===== src/tpp_pkg.sv =====
// package: constants and types for the test pin sharing and probe block
package tpp_pkg;
	// boundary-scan controller states, standard 4-bit codes
	typedef enum logic [3:0] {
		TPP_EXIT2_DR  = 4'h0,
		TPP_EXIT1_DR  = 4'h1,
		TPP_SHIFT_DR  = 4'h2,
		TPP_PAUSE_DR  = 4'h3,
		TPP_SEL_IR    = 4'h4,
		TPP_UPD_DR    = 4'h5,
		TPP_CAP_DR    = 4'h6,
		TPP_SEL_DR    = 4'h7,
		TPP_EXIT2_IR  = 4'h8,
		TPP_EXIT1_IR  = 4'h9,
		TPP_SHIFT_IR  = 4'ha,
		TPP_PAUSE_IR  = 4'hb,
		TPP_IDLE      = 4'hc,
		TPP_UPD_IR    = 4'hd,
		TPP_CAP_IR    = 4'he,
		TPP_LOGIC_RST = 4'hf
	} tpp_tap_t;

	localparam int          TPP_IR_W         = 4;
	localparam logic [3:0]  TPP_IR_BYPASS    = 4'hf;
	localparam logic [3:0]  TPP_IR_PROBE     = 4'h1;
	localparam logic [3:0]  TPP_IR_PROBE_OFF = 4'h2;
	localparam logic [3:0]  TPP_IR_RESET     = 4'hf;
	localparam logic [1:0]  TPP_IR_CAPTURE   = 2'h1;
	localparam int          TPP_RELEASE_TCKS = 5;
	localparam int          TPP_SEL_W        = 4;
	localparam int          TPP_FIFO_DEPTH   = 16;
endpackage


===== src/tpp_fifo.sv =====
// fifo: parameterised flip-flop buffer with valid/ready on both sides
`timescale 1ns/1ps
module tpp_fifo #(
	parameter int WIDTH = 1,
	parameter int DEPTH = 16
) (
	input  wire logic             clk,
	input  wire logic             reset,
	input  wire logic             in_valid,
	output logic                  in_ready,
	input  wire logic [WIDTH-1:0] in_data,
	output logic                  out_valid,
	input  wire logic             out_ready,
	output logic      [WIDTH-1:0] out_data
);
	localparam int AW = $clog2(DEPTH);
	logic [WIDTH-1:0] mem_q [DEPTH];
	logic [AW-1:0]    wr_q;
	logic [AW-1:0]    rd_q;
	logic [AW:0]      cnt_q;
	wire              push = in_valid && in_ready;
	wire              pop  = out_valid && out_ready;

	assign in_ready  = (cnt_q != (AW+1)'(DEPTH));
	assign out_valid = (cnt_q != '0);
	assign out_data  = mem_q[rd_q];

	always_ff @(posedge clk) begin
		if (push) begin
			mem_q[wr_q] <= in_data;
		end
	end

	always_ff @(posedge clk or posedge reset) begin
		if (reset) begin
			wr_q  <= '0;
			rd_q  <= '0;
			cnt_q <= '0;
		end else begin
			if (push) begin
				wr_q <= (wr_q == AW'(DEPTH-1)) ? '0 : wr_q + 1'b1;
			end
			if (pop) begin
				rd_q <= (rd_q == AW'(DEPTH-1)) ? '0 : rd_q + 1'b1;
			end
			cnt_q <= cnt_q + (AW+1)'(push) - (AW+1)'(pop);
		end
	end
endmodule


===== src/tpp_test_port.sv =====
// top: shared test pin ownership, scan controller and probe routing
//
// Notes on behaviour
// In flexible mode a low TMS hands the shared TCK, TDI and TDO pins to the test logic.
// Once in test use the shared pins stay there until the scan controller is in logic reset.
// Five TCK rising edges with TMS high bring the controller to logic reset from any state.
// In dedicated mode TMS is the plain mode-select input and TCK, TDI, TDO are never user I/O.
// TDI feeds both the scan registers and probe selection, and TDO returns scan data.
// TCK clocks the probe and scan logic, and in flexible mode returns to user I/O at logic reset.
// Probe A carries the live value of any selected internal node, alongside probe B.
// Each probe pin serves as ordinary user I/O whenever probing is not active.
// A permanent probe disable, once set, stops any node ever reaching either probe pin.
// The dedicated/flexible choice is a static strap caught at startup, flexible when unset.
`timescale 1ns/1ps
module tpp_test_port
	import tpp_pkg::*;
#(
	parameter int NODES = 16,
	parameter int DEPTH = TPP_FIFO_DEPTH
) (
	input  wire logic             CLK,
	input  wire logic             RESET,
	input  wire logic             DEDICATED_STRAP,
	input  wire logic             PROBE_FUSE_BLOWN,
	input  wire logic             TMS,
	input  wire logic             TCK_IN,
	input  wire logic             TDI_IN,
	output logic                  TDO_OUT,
	output logic                  TDO_OE,
	input  wire logic [NODES-1:0] NODE_VALUES,
	input  wire logic             USER_TCK_OUT,
	input  wire logic             USER_TCK_OE,
	input  wire logic             USER_TDI_OUT,
	input  wire logic             USER_TDI_OE,
	input  wire logic             USER_TDO_OUT,
	input  wire logic             USER_TDO_OE,
	output logic                  USER_TCK_IN,
	output logic                  USER_TDI_IN,
	input  wire logic             USER_PRA_OUT,
	input  wire logic             USER_PRA_OE,
	input  wire logic             USER_PRB_OUT,
	input  wire logic             USER_PRB_OE,
	output logic                  TCK_OUT,
	output logic                  TCK_OE,
	output logic                  TDI_OUT,
	output logic                  TDI_OE,
	output logic                  PROBE_OUT_A,
	output logic                  PROBE_OE_A,
	output logic                  PROBE_OUT_B,
	output logic                  PROBE_OE_B,
	output logic                  TEST_OWNS_PINS,
	output logic                  PROBE_LOCKED,
	output logic                  DEDICATED_MODE
);
	// pin synchronisers: first stage read only by the second
	logic [3:0] meta_q;
	logic [3:0] sync_q;
	// reset to idle pin levels (tms high, tck, tdi, fuse low): no false tck edge, no false lock
	always_ff @(posedge CLK or posedge RESET) begin
		if (RESET) begin
			meta_q <= 4'h8;
			sync_q <= 4'h8;
		end else begin
			meta_q <= {TMS, TCK_IN, TDI_IN, PROBE_FUSE_BLOWN};
			sync_q <= meta_q;
		end
	end
	wire tms_s  = sync_q[3];
	wire tck_s  = sync_q[2];
	wire tdi_s  = sync_q[1];
	wire fuse_s = sync_q[0];

	// strap caught once after reset release; never follows later changes
	logic strap_meta_q;
	logic strap_sync_q;
	logic strap_done_q;
	logic dedicated_q;
	logic [1:0] strap_wait_q;
	always_ff @(posedge CLK or posedge RESET) begin
		if (RESET) begin
			strap_meta_q <= 1'b0;
			strap_sync_q <= 1'b0;
			strap_done_q <= 1'b0;
			dedicated_q  <= 1'b0;
			strap_wait_q <= 2'h0;
		end else begin
			strap_meta_q <= DEDICATED_STRAP;
			strap_sync_q <= strap_meta_q;
			strap_wait_q <= {strap_wait_q[0], 1'b1};
			// wait until the strap has passed both sync stages before catching it
			if (strap_wait_q[1] && !strap_done_q) begin
				dedicated_q  <= strap_sync_q;
				strap_done_q <= 1'b1;
			end
		end
	end

	// tck edges found by the system clock
	logic tck_prev_q;
	always_ff @(posedge CLK or posedge RESET) begin
		if (RESET) begin
			tck_prev_q <= 1'b0;
		end else begin
			tck_prev_q <= tck_s;
		end
	end
	wire tck_rise = tck_s && !tck_prev_q;
	wire tck_fall = !tck_s && tck_prev_q;

	// ownership: flexible mode claims on low TMS, holds until logic reset
	logic own_q;
	tpp_tap_t tap_q;
	tpp_tap_t tap_d;
	wire in_reset = (tap_q == TPP_LOGIC_RST);
	always_ff @(posedge CLK or posedge RESET) begin
		if (RESET) begin
			own_q <= 1'b0;
		end else if (!tms_s) begin
			own_q <= 1'b1;
		end else if (in_reset) begin
			own_q <= 1'b0;
		end
	end
	// in dedicated mode the controller listens always; in flexible only when owned or while TMS is low
	wire owned = dedicated_q || own_q;
	wire step  = tck_rise && (owned || !tms_s);

	always_comb begin
		tap_d = tap_q;
		unique case (tap_q)
			TPP_LOGIC_RST: tap_d = tms_s ? TPP_LOGIC_RST : TPP_IDLE;
			TPP_IDLE:      tap_d = tms_s ? TPP_SEL_DR : TPP_IDLE;
			TPP_SEL_DR:    tap_d = tms_s ? TPP_SEL_IR : TPP_CAP_DR;
			TPP_CAP_DR:    tap_d = tms_s ? TPP_EXIT1_DR : TPP_SHIFT_DR;
			TPP_SHIFT_DR:  tap_d = tms_s ? TPP_EXIT1_DR : TPP_SHIFT_DR;
			TPP_EXIT1_DR:  tap_d = tms_s ? TPP_UPD_DR : TPP_PAUSE_DR;
			TPP_PAUSE_DR:  tap_d = tms_s ? TPP_EXIT2_DR : TPP_PAUSE_DR;
			TPP_EXIT2_DR:  tap_d = tms_s ? TPP_UPD_DR : TPP_SHIFT_DR;
			TPP_UPD_DR:    tap_d = tms_s ? TPP_SEL_DR : TPP_IDLE;
			TPP_SEL_IR:    tap_d = tms_s ? TPP_LOGIC_RST : TPP_CAP_IR;
			TPP_CAP_IR:    tap_d = tms_s ? TPP_EXIT1_IR : TPP_SHIFT_IR;
			TPP_SHIFT_IR:  tap_d = tms_s ? TPP_EXIT1_IR : TPP_SHIFT_IR;
			TPP_EXIT1_IR:  tap_d = tms_s ? TPP_UPD_IR : TPP_PAUSE_IR;
			TPP_PAUSE_IR:  tap_d = tms_s ? TPP_EXIT2_IR : TPP_PAUSE_IR;
			TPP_EXIT2_IR:  tap_d = tms_s ? TPP_UPD_IR : TPP_SHIFT_IR;
			TPP_UPD_IR:    tap_d = tms_s ? TPP_SEL_DR : TPP_IDLE;
		endcase
	end

	// scan registers
	logic [TPP_IR_W-1:0]  ir_sh_q;
	logic [TPP_IR_W-1:0]  ir_q;
	logic                 byp_q;
	logic [TPP_SEL_W-1:0] sel_sh_q;
	logic [TPP_SEL_W-1:0] sel_q;
	logic                 probe_en_q;
	logic                 lock_q;
	wire sel_ir_probe = (ir_q == TPP_IR_PROBE);
	wire sel_ir_off   = (ir_q == TPP_IR_PROBE_OFF);
	wire shift_ir     = (tap_q == TPP_SHIFT_IR);
	wire shift_dr     = (tap_q == TPP_SHIFT_DR);
	wire dr_tail      = sel_ir_probe ? sel_sh_q[0] : byp_q;

	always_ff @(posedge CLK or posedge RESET) begin
		if (RESET) begin
			tap_q <= TPP_LOGIC_RST;
		end else if (step) begin
			tap_q <= tap_d;
		end
	end

	always_ff @(posedge CLK or posedge RESET) begin
		if (RESET) begin
			ir_sh_q  <= TPP_IR_RESET;
			ir_q     <= TPP_IR_RESET;
			byp_q    <= 1'b0;
			sel_sh_q <= '0;
		end else if (step) begin
			if (tap_q == TPP_CAP_IR) begin
				ir_sh_q <= TPP_IR_W'(TPP_IR_CAPTURE);
			end else if (shift_ir) begin
				ir_sh_q <= {tdi_s, ir_sh_q[TPP_IR_W-1:1]};
			end
			if (tap_q == TPP_UPD_IR) begin
				ir_q <= ir_sh_q;
			end else if (tap_q == TPP_LOGIC_RST) begin
				ir_q <= TPP_IR_RESET;
			end
			if (tap_q == TPP_CAP_DR) begin
				byp_q    <= 1'b0;
				sel_sh_q <= sel_q;
			end else if (shift_dr) begin
				byp_q    <= tdi_s;
				sel_sh_q <= {tdi_s, sel_sh_q[TPP_SEL_W-1:1]};
			end
		end
	end

	// probe select and enable; lock is sticky until power-on reset
	always_ff @(posedge CLK or posedge RESET) begin
		if (RESET) begin
			sel_q      <= '0;
			probe_en_q <= 1'b0;
			lock_q     <= 1'b0;
		end else begin
			if (fuse_s || (step && tap_q == TPP_UPD_DR && sel_ir_off)) begin
				lock_q <= 1'b1;
			end
			if (step && tap_q == TPP_UPD_DR && sel_ir_probe) begin
				sel_q      <= sel_sh_q;
				probe_en_q <= 1'b1;
			end else if (tap_q == TPP_LOGIC_RST) begin
				// released pins bring no further tck step, so drop probing on arrival
				probe_en_q <= 1'b0;
			end
		end
	end

	// tdo changes on falling tck while shifting
	logic tdo_q;
	logic tdo_oe_q;
	always_ff @(posedge CLK or posedge RESET) begin
		if (RESET) begin
			tdo_q    <= 1'b0;
			tdo_oe_q <= 1'b0;
		end else if (tck_fall) begin
			tdo_q    <= shift_ir ? ir_sh_q[0] : dr_tail;
			tdo_oe_q <= shift_ir || shift_dr;
		end
	end

	// the probed node values pass through a fifo that is drained every cycle, so sampling never stalls
	logic [1:0] smp_q;
	logic       fifo_in_ready;
	logic       fifo_out_valid;
	logic [1:0] fifo_out_data;
	logic [1:0] probe_q;
	wire  [TPP_SEL_W-1:0] sel_b = sel_q + 1'b1;
	always_ff @(posedge CLK or posedge RESET) begin
		if (RESET) begin
			smp_q <= 2'h0;
		end else if (fifo_in_ready) begin
			smp_q <= {NODE_VALUES[sel_b], NODE_VALUES[sel_q]};
		end
	end
	tpp_fifo #(.WIDTH(2), .DEPTH(DEPTH)) u_fifo (
		.clk       (CLK),
		.reset     (RESET),
		.in_valid  (1'b1),
		.in_ready  (fifo_in_ready),
		.in_data   (smp_q),
		.out_valid (fifo_out_valid),
		.out_ready (1'b1),
		.out_data  (fifo_out_data)
	);
	always_ff @(posedge CLK or posedge RESET) begin
		if (RESET) begin
			probe_q <= 2'h0;
		end else if (fifo_out_valid) begin
			probe_q <= fifo_out_data;
		end
	end

	wire probing = probe_en_q && !lock_q;
	wire pins_test = owned;
	assign PROBE_OUT_A    = probing ? probe_q[0] : USER_PRA_OUT;
	assign PROBE_OE_A     = probing ? 1'b1 : USER_PRA_OE;
	assign PROBE_OUT_B    = probing ? probe_q[1] : USER_PRB_OUT;
	assign PROBE_OE_B     = probing ? 1'b1 : USER_PRB_OE;
	assign TDO_OUT        = pins_test ? tdo_q : USER_TDO_OUT;
	assign TDO_OE         = pins_test ? tdo_oe_q : USER_TDO_OE;
	assign TCK_OUT        = USER_TCK_OUT;
	assign TCK_OE         = pins_test ? 1'b0 : USER_TCK_OE;
	assign TDI_OUT        = USER_TDI_OUT;
	assign TDI_OE         = pins_test ? 1'b0 : USER_TDI_OE;
	assign USER_TCK_IN    = pins_test ? 1'b0 : tck_s;
	assign USER_TDI_IN    = pins_test ? 1'b0 : tdi_s;
	assign TEST_OWNS_PINS = pins_test;
	assign PROBE_LOCKED   = lock_q;
	assign DEDICATED_MODE = dedicated_q;
endmodule


===== config.mk =====
export PLATFORM = sky130hd
export DESIGN_NAME = tpp_test_port
export DESIGN_NICKNAME = d
export VERILOG_FILES = /design/src/tpp_pkg.sv /design/src/tpp_fifo.sv /design/src/tpp_test_port.sv
export SDC_FILE = /design/constraint.sdc
export NUM_CORES = 1
export LEC_CHECK = 0
export BUFFER_PORTS_ARGS = -buffer_cell sky130_fd_sc_hd__buf_2
export CORE_MARGIN = 3
export CORE_UTILIZATION = 40
export CTS_CLUSTER_SIZE = 8
export DETAILED_ROUTE_END_ITERATION = 16
export GPL_ROUTABILITY_DRIVEN = 1
export GPL_TIMING_DRIVEN = 0
export PLACE_DENSITY = 0.59
export SYNTH_ARGS = -nofsm -noshare
export SYNTH_HDL_FRONTEND = slang
export SYNTH_SLANG_ARGS = --single-unit

===== constraint.sdc =====
create_clock -name CLK -period 4.5 [get_ports CLK]
set_input_delay 0.225 -clock CLK [delete_from_list [all_inputs] [get_ports CLK]]
set_output_delay 0.225 -clock CLK [all_outputs]
set_load 0.02 [all_outputs]

[Word-level counts from Yosys, hierarchy flattened]
Memories as Yosys holds them, arrays and structs flattened. A register that Yosys moved wholly into a read port is not among the register bits.
Cells that the tools add are included.
Widths: inputs -> output; s select.
Word-level totals
  bits in writable memories: 32
  output and inout port bits: 15
  logic and storage cells: 125
  register bits after elaboration: 56
  input bits: 33
  memories: 1
Memories
  u_fifo.mem_q: words 16, bits a word 2, read ports 1, clocked after Yosys merged registers in 1, write ports 1, line tpp_fifo.sv:17  | logic [WIDTH-1:0] mem_q [DEPTH];
Cells by class
  add/subtract/negate cells: 5
  eq/ne operators: 21
  reduce and logical (&&, ||, !) cells: 29
  multiplexer cells: 44
  magnitude comparators: 2
Operators by type and width (number)
  $pmux 4 s12: 1
  $eq 4x4->1 const B: 10
  $mux 4: 9
  $mux 1: 22
  $eq 4x3->1 const B: 4
  $add 4x1->4 const B: 3
  $eq 4x2->1 const B: 3
  $mux 2: 6
  $mux 3: 4
  $lt 4x5->1 const B: 2
  $bmux 1 s4: 2
  $eq 4x1->1 const B: 2
  $logic_and 1x1->1: 8
  $reduce_bool 2->1: 4
  $reduce_and 2->1: 3
  $add 5x1->5: 1
  $logic_not 1->1: 5
  $ne 5x5->1 const B: 1
  $reduce_bool 5->1: 1
  $sub 5x1->5: 1
  $logic_not 4->1: 1
  $logic_or 1x1->1: 4
  $reduce_or 2->1: 2
  $reduce_or 3->1: 1
  $ne 2x1->1 const B: 1

[Depth between registers and ports, before layout]
  word-level depth: 6
  gate-level depth with buffers: 12
  depth with buffers taken out: 11

[Modules after synthesis]
A second synthesis with hierarchy kept.
Second synthesis, totals
  cell total of the unflattened synthesis: 330
  area total of the unflattened synthesis: 4365.4 um^2
By module, submodules not included
  tpp_test_port: area an instance 2250.9 um^2, seq. area each 1143.6 um^2, cells each 188, times used 1
  tpp_fifo: area an instance 2114.5 um^2, seq. area each 1286.2 um^2, cells each 142, times used 1

[Worst setup path before layout]
OpenSTA, ideal clock, no wires.
  path kind: reg-to-reg
  start: register u_fifo.cnt_q[3]
  end: register u_fifo.cnt_q[4]
  library setup time: 0.123 ns
  data required time: 4.377 ns
  clock period less this slack: 2.772 ns
  stages on the path, launching flop included: 13
  setup slack: 1.728 ns
  arrival: 2.649 ns
  path buffers: 1
  cell sequence: dfrtp_1 -> inv_1 -> ha_1 -> or4b_2 -> clkbuf_1 -> ha_1 -> inv_1 -> ha_1 -> fa_1 -> a21oi_1 -> nor2_1 -> nor2_1 -> xnor2_1
On the way
  cells in the longest elaborated chain, start to end: 3
  elaborated cells between the ends (all ways): 4
RTL lines
  start, declared: line tpp_fifo.sv:20  | logic [AW:0] cnt_q;
  start signal, assigned: line tpp_fifo.sv:46  | cnt_q <= cnt_q + (AW+1)'(push) - (AW+1)'(pop);
  $ne 5x5->1: line tpp_fifo.sv:24  | assign in_ready = (cnt_q != (AW+1)'(DEPTH));
  $add 5x1->5: line tpp_fifo.sv:46
  $sub 5x1->5 *: line tpp_fifo.sv:46
Mark *: on every way between the ends. The rest lies on a longest branch, timed or not.
A chain may end at the register's enable or synchronous reset.

[Worst setup path in the final report]
  start: register u_fifo.cnt_q[2]
  end: register u_fifo.cnt_q[4]
Same word-level chain as after synthesis.

==> impl_metrics.csv <==
group,metric,value,unit
timing,hold_viol_final,0,
grt,grt_max_degree,31,
logic_synthesis,ys_warn_count,0,
critical_path,cp.arrival,3.33,ns
final_layout,diodes,0,
grt,grt-ovfl-total,0,
routing,avgViaCountPerCell,4.99,
critical_path,crit_family,"adder cells",
timing,finClkSkew,0.0101,ns
critical_path,cp_max_fo,10,
final_layout,final_area,4930,um^2
die,coreArea,10000,um^2
timing,fin_crit,3.05,ns
logic_synthesis,syn_inst,328,
routing,vias,2641,
placed_design,gp_congestion,0.789,
final_layout,fillers,902,
logic_synthesis,synth_xor_area_share,1.66,%
clock_network,cts.path.max_buffers,2,
routing,drt-pass1-iter-count,4,
die,dieArea,11800,um^2
timing,period_share,67.8,%
power,powerDensity,447,nW/um^2
clock_network,htreeDepth,3,
clock_network,post-cts-setup-buffers,0,
final_layout,final_util,49.1,%
critical_path,crit_type,"flop to flop",
logic_synthesis,synth_area_per_cell,12.9,um^2
grt,grt_pass1_wl,12600,um
die,dieHeight,109,um
clock_network,ctsHoldBuffers,6,
timing,rsz0062_at_grt,"false",
timing,fmax,328,MHz
logic_synthesis,synth_area_leaders,"dfrtp_1 26%, edfxtp_1 23%, dfstp_2 8.7%",
power,swShare,29.3,%
logic_synthesis,synthSimpleGateAreaFrac,11.6,%
placed_design,dp_hpwl,5420,um
logic_synthesis,synth_top_area_cell,"dfrtp_1",
logic_synthesis,synth-compound-area-share,6.39,%
routing,post_drt_wl_per_cell,14.1,um
critical_path,crit_required,4.77,ns
logic_synthesis,ys_seq_area_share,57.4,%
power,irDropWorstVdd,0.193,mV
timing,slew_headroom,27.7,%
status,status,"completed",
critical_path,endpoint_kind,"flop",
placed_design,port_buffers,45,
grt,grt.total_usage,13.5,%
critical_path,cp-start-kind,"flop",
timing,worst_slew_pin_slew,1.07,ns
critical_path,ff2ff_setup_slack,1.45,ns
timing,fin_hold_ws,0.356,ns
power,leakagePower,2.03,nW
critical_path,crit_buf_inv,3,
logic_synthesis,syn_area,4230,um^2
logic_synthesis,ys_ff_latch,90,
power,share_seq_of_total_power,52.4,%
logic_synthesis,synthArstFlopShare,64.4,%
clock_network,path_clk_slew,0.09,ns
power,power_frac_clock,27.5,%
clock_network,clkLatencyLatePin,0.35,ns
clock_network,cts_resized,0,
logic_synthesis,synth_top_family_by_area,"multiplexers",
logic_synthesis,synth_ff_type,"dfrtp_1",
critical_path,cpPeakStageDelay,0.62,ns
timing,finalSetupViolations,0,
logic_synthesis,synth-adder-area-share,4.02,%
critical_path,cp_common_cell,"ha_1",
min_path,hold_path.class,"flop to flop",
logic_synthesis,syn-num-nets,374,
final_layout,area_growth_syn_to_layout,16.4,%
clock_network,cts_buffers,9,
logic_synthesis,synth.area.mux_share,15.4,%
logic_synthesis,synth_cell_types,49,
die,start_util,42.1,%
grt,grt_pass1_vias,2578,
power,p_sw,0.645,mW
routing,antenna_left,0,
power,power_frac_comb,20.2,%
critical_path,critPathSlowestCell,"or4b_2",
timing,slew_violations,0,
final_layout,layout-drive-gt1-share,30.3,%
flow_run,max-cap-violations,0,
final_layout,fin_nets,437,
routing,drt-total-wl,7460,um
clock_network,cts_tree,"yes",
die,num_io_pins,48,
power,internal-power,1.56,mW
power,power,2.20,mW
logic_synthesis,netlist.area_leader.share,26.0,%
grt,grt_antenna_before_repair,0,
die,fp.dieW,109,um
routing,drt_iter0_markers,104,
clock_network,clockRootBuffer,"clkbuf_8",
placed_design,placed_area,4640,um^2
logic_synthesis,synth_edf_count,32,
die,num_rows,36,
timing,setup_tns,0,ns
routing,drc,0,
clock_network,clock-sinks,90,
critical_path,worstPathCellList,"inv_1 -> ha_1 -> or4b_2 -> clkbuf_1 -> ha_1 -> inv_1 -> ha_1 -> fa_1 -> a21oi_1 -> nor2_1 -> nor2_1 -> xnor2_1",
flip-flops by register name, summed over array words and instances, names as in the netlist, 2 cells and up:
signal        flops
sel_q             4
ir_sh_q           4
sel_sh_q          4
probe_q           2
meta_q            4
u_fifo.wr_q       4
u_fifo.cnt_q      5
sync_q            4
ir_q              4
u_fifo.mem_q     32
tap_q             4
u_fifo.rd_q       4
smp_q             2
strap_wait_q      2
per-layer routing:
metal / GRT usage, % / routed length, um / vias to the layer above
met5: 0 / 0 / -
li1: - / - / 1307
met3: 3.20 / 322 / 7
met1: 19.9 / 3620 / 1262
met4: 3.43 / 90 / 0
met2: 20.3 / 3430 / 65
logic make-up after synthesis:
| group | Yosys count |
|---|---|
| and+or+nand+nor | 94 |
| DFF | 90 |
| AOI/OAI and AO/OA | 47 |
| muxes | 41 |
| buffers and inverters | 34 |
| adders and majority gates | 13 |
| xor gates and xnor gates | 8 |
| other | 1 |
through the flow:
| stage | cells | setup slack (ns) |
|---|---|---|
| 6_report | 529 | 1.45 |
| 5_1_grt | 529 | 1.25 |
| 4_1_cts | 529 | 1.43 |
| 3_5_place_dp | 507 | 1.47 |
| 3_3_place_gp | 506 | 1.50 |
| 2_1_floorplan | 328 | 1.73 |
power by group through the flow:
stage,combinational [mW],clock [mW],sequential [mW]
global placement,0.433,0,1.17
global route,0.507,0.663,1.18
CTS,0.449,0.628,1.16
detailed placement,0.443,0,1.17
floorplan,0.343,0,1.13
finish,0.444,0.606,1.15
worst reg2reg max path, stage by stage (launching register included):
cell and delay (ns):
dfrtp_1 0.39, inv_1 0.09, ha_1 0.17, or4b_2 0.62
clkbuf_1 0.25, ha_1 0.34, inv_1 0.04, ha_1 0.23
fa_1 0.42, a21oi_1 0.14, nor2_1 0.05, nor2_1 0.12
xnor2_1 0.13
cells in the mapped netlist (2+ instances only):
library cell  number
dfrtp_1           44
edfxtp_1          32
nor2_1            27
inv_1             18
mux2_2            17
nand2_1           17
o21ai_0           17
a21oi_1           15
mux4_2            15
dfstp_2           14
and2_1            13
ha_1              12
clkbuf_1           8
and3_1             7
mux2i_1            7
nand3_1            6
a31oi_1            5
nand2b_1           5
xnor2_1            5
buf_2              3
nor2b_1            3
nor4_1             3
xor2_1             3
buf_4              2
mux4_1             2
nand4b_1           2
nor3_1             2
o22ai_1            2
or2_2              2
final cells by class:
class / instances / area (um^2) / share of cell area [%]
clock inverters: 7 / 100 / 2.03
repair buffers: 52 / 305 / 6.20
flip-flops and latches: 90 / 2430 / 49.3
clock buffers: 9 / 124 / 2.51
well taps: 133 / 166 / 3.38
inverters: 19 / 71.3 / 1.45
multi-input cells: 204 / 1660 / 33.6
plain buffers: 15 / 75.1 / 1.52
worst paths after layout:
kind,startpoint,end,depth (start not counted)
worst max register to register,u_fifo.cnt_q[2],u_fifo.cnt_q[4],12
max in group asynchronous,RESET,ir_sh_q[0],4
worst max-delay path,u_fifo.cnt_q[2],u_fifo.cnt_q[4],12
worst min-delay path,meta_q[1],sync_q[1],0
min in group asynchronous,RESET,tdo_oe_q,3
worst min register to register,meta_q[1],sync_q[1],0
placed cells by master, fill, tap and decap left out, types with 2 or more instances in the layout:
master	Yosys	routed
buf_2	3	48
dfrtp_1	44	44
edfxtp_1	32	32
nor2_1	27	27
nand2_1	17	17
mux2_2	17	17
inv_1	18	17
o21ai_0	17	17
a21oi_1	15	15
mux4_2	15	15
dfstp_2	14	14
and2_1	13	13
ha_1	12	12
clkbuf_8	0	9
clkbuf_1	8	8
mux2i_1	7	7
and3_1	7	7
nand3_1	6	6
dlygate4sd3_1	0	6
nand2b_1	5	5
a31oi_1	5	5
xnor2_1	5	5
nor4_1	3	3
nor2b_1	3	3
xor2_1	3	3
nor3_1	2	2
nand4b_1	2	2
or2_2	2	2
o22ai_1	2	2
mux4_1	2	2
buf_4	2	2
clkinv_4	0	2
bufinv_16	0	2
inv_6	0	2
No activity file was read; power rests on OpenSTA's default activity.
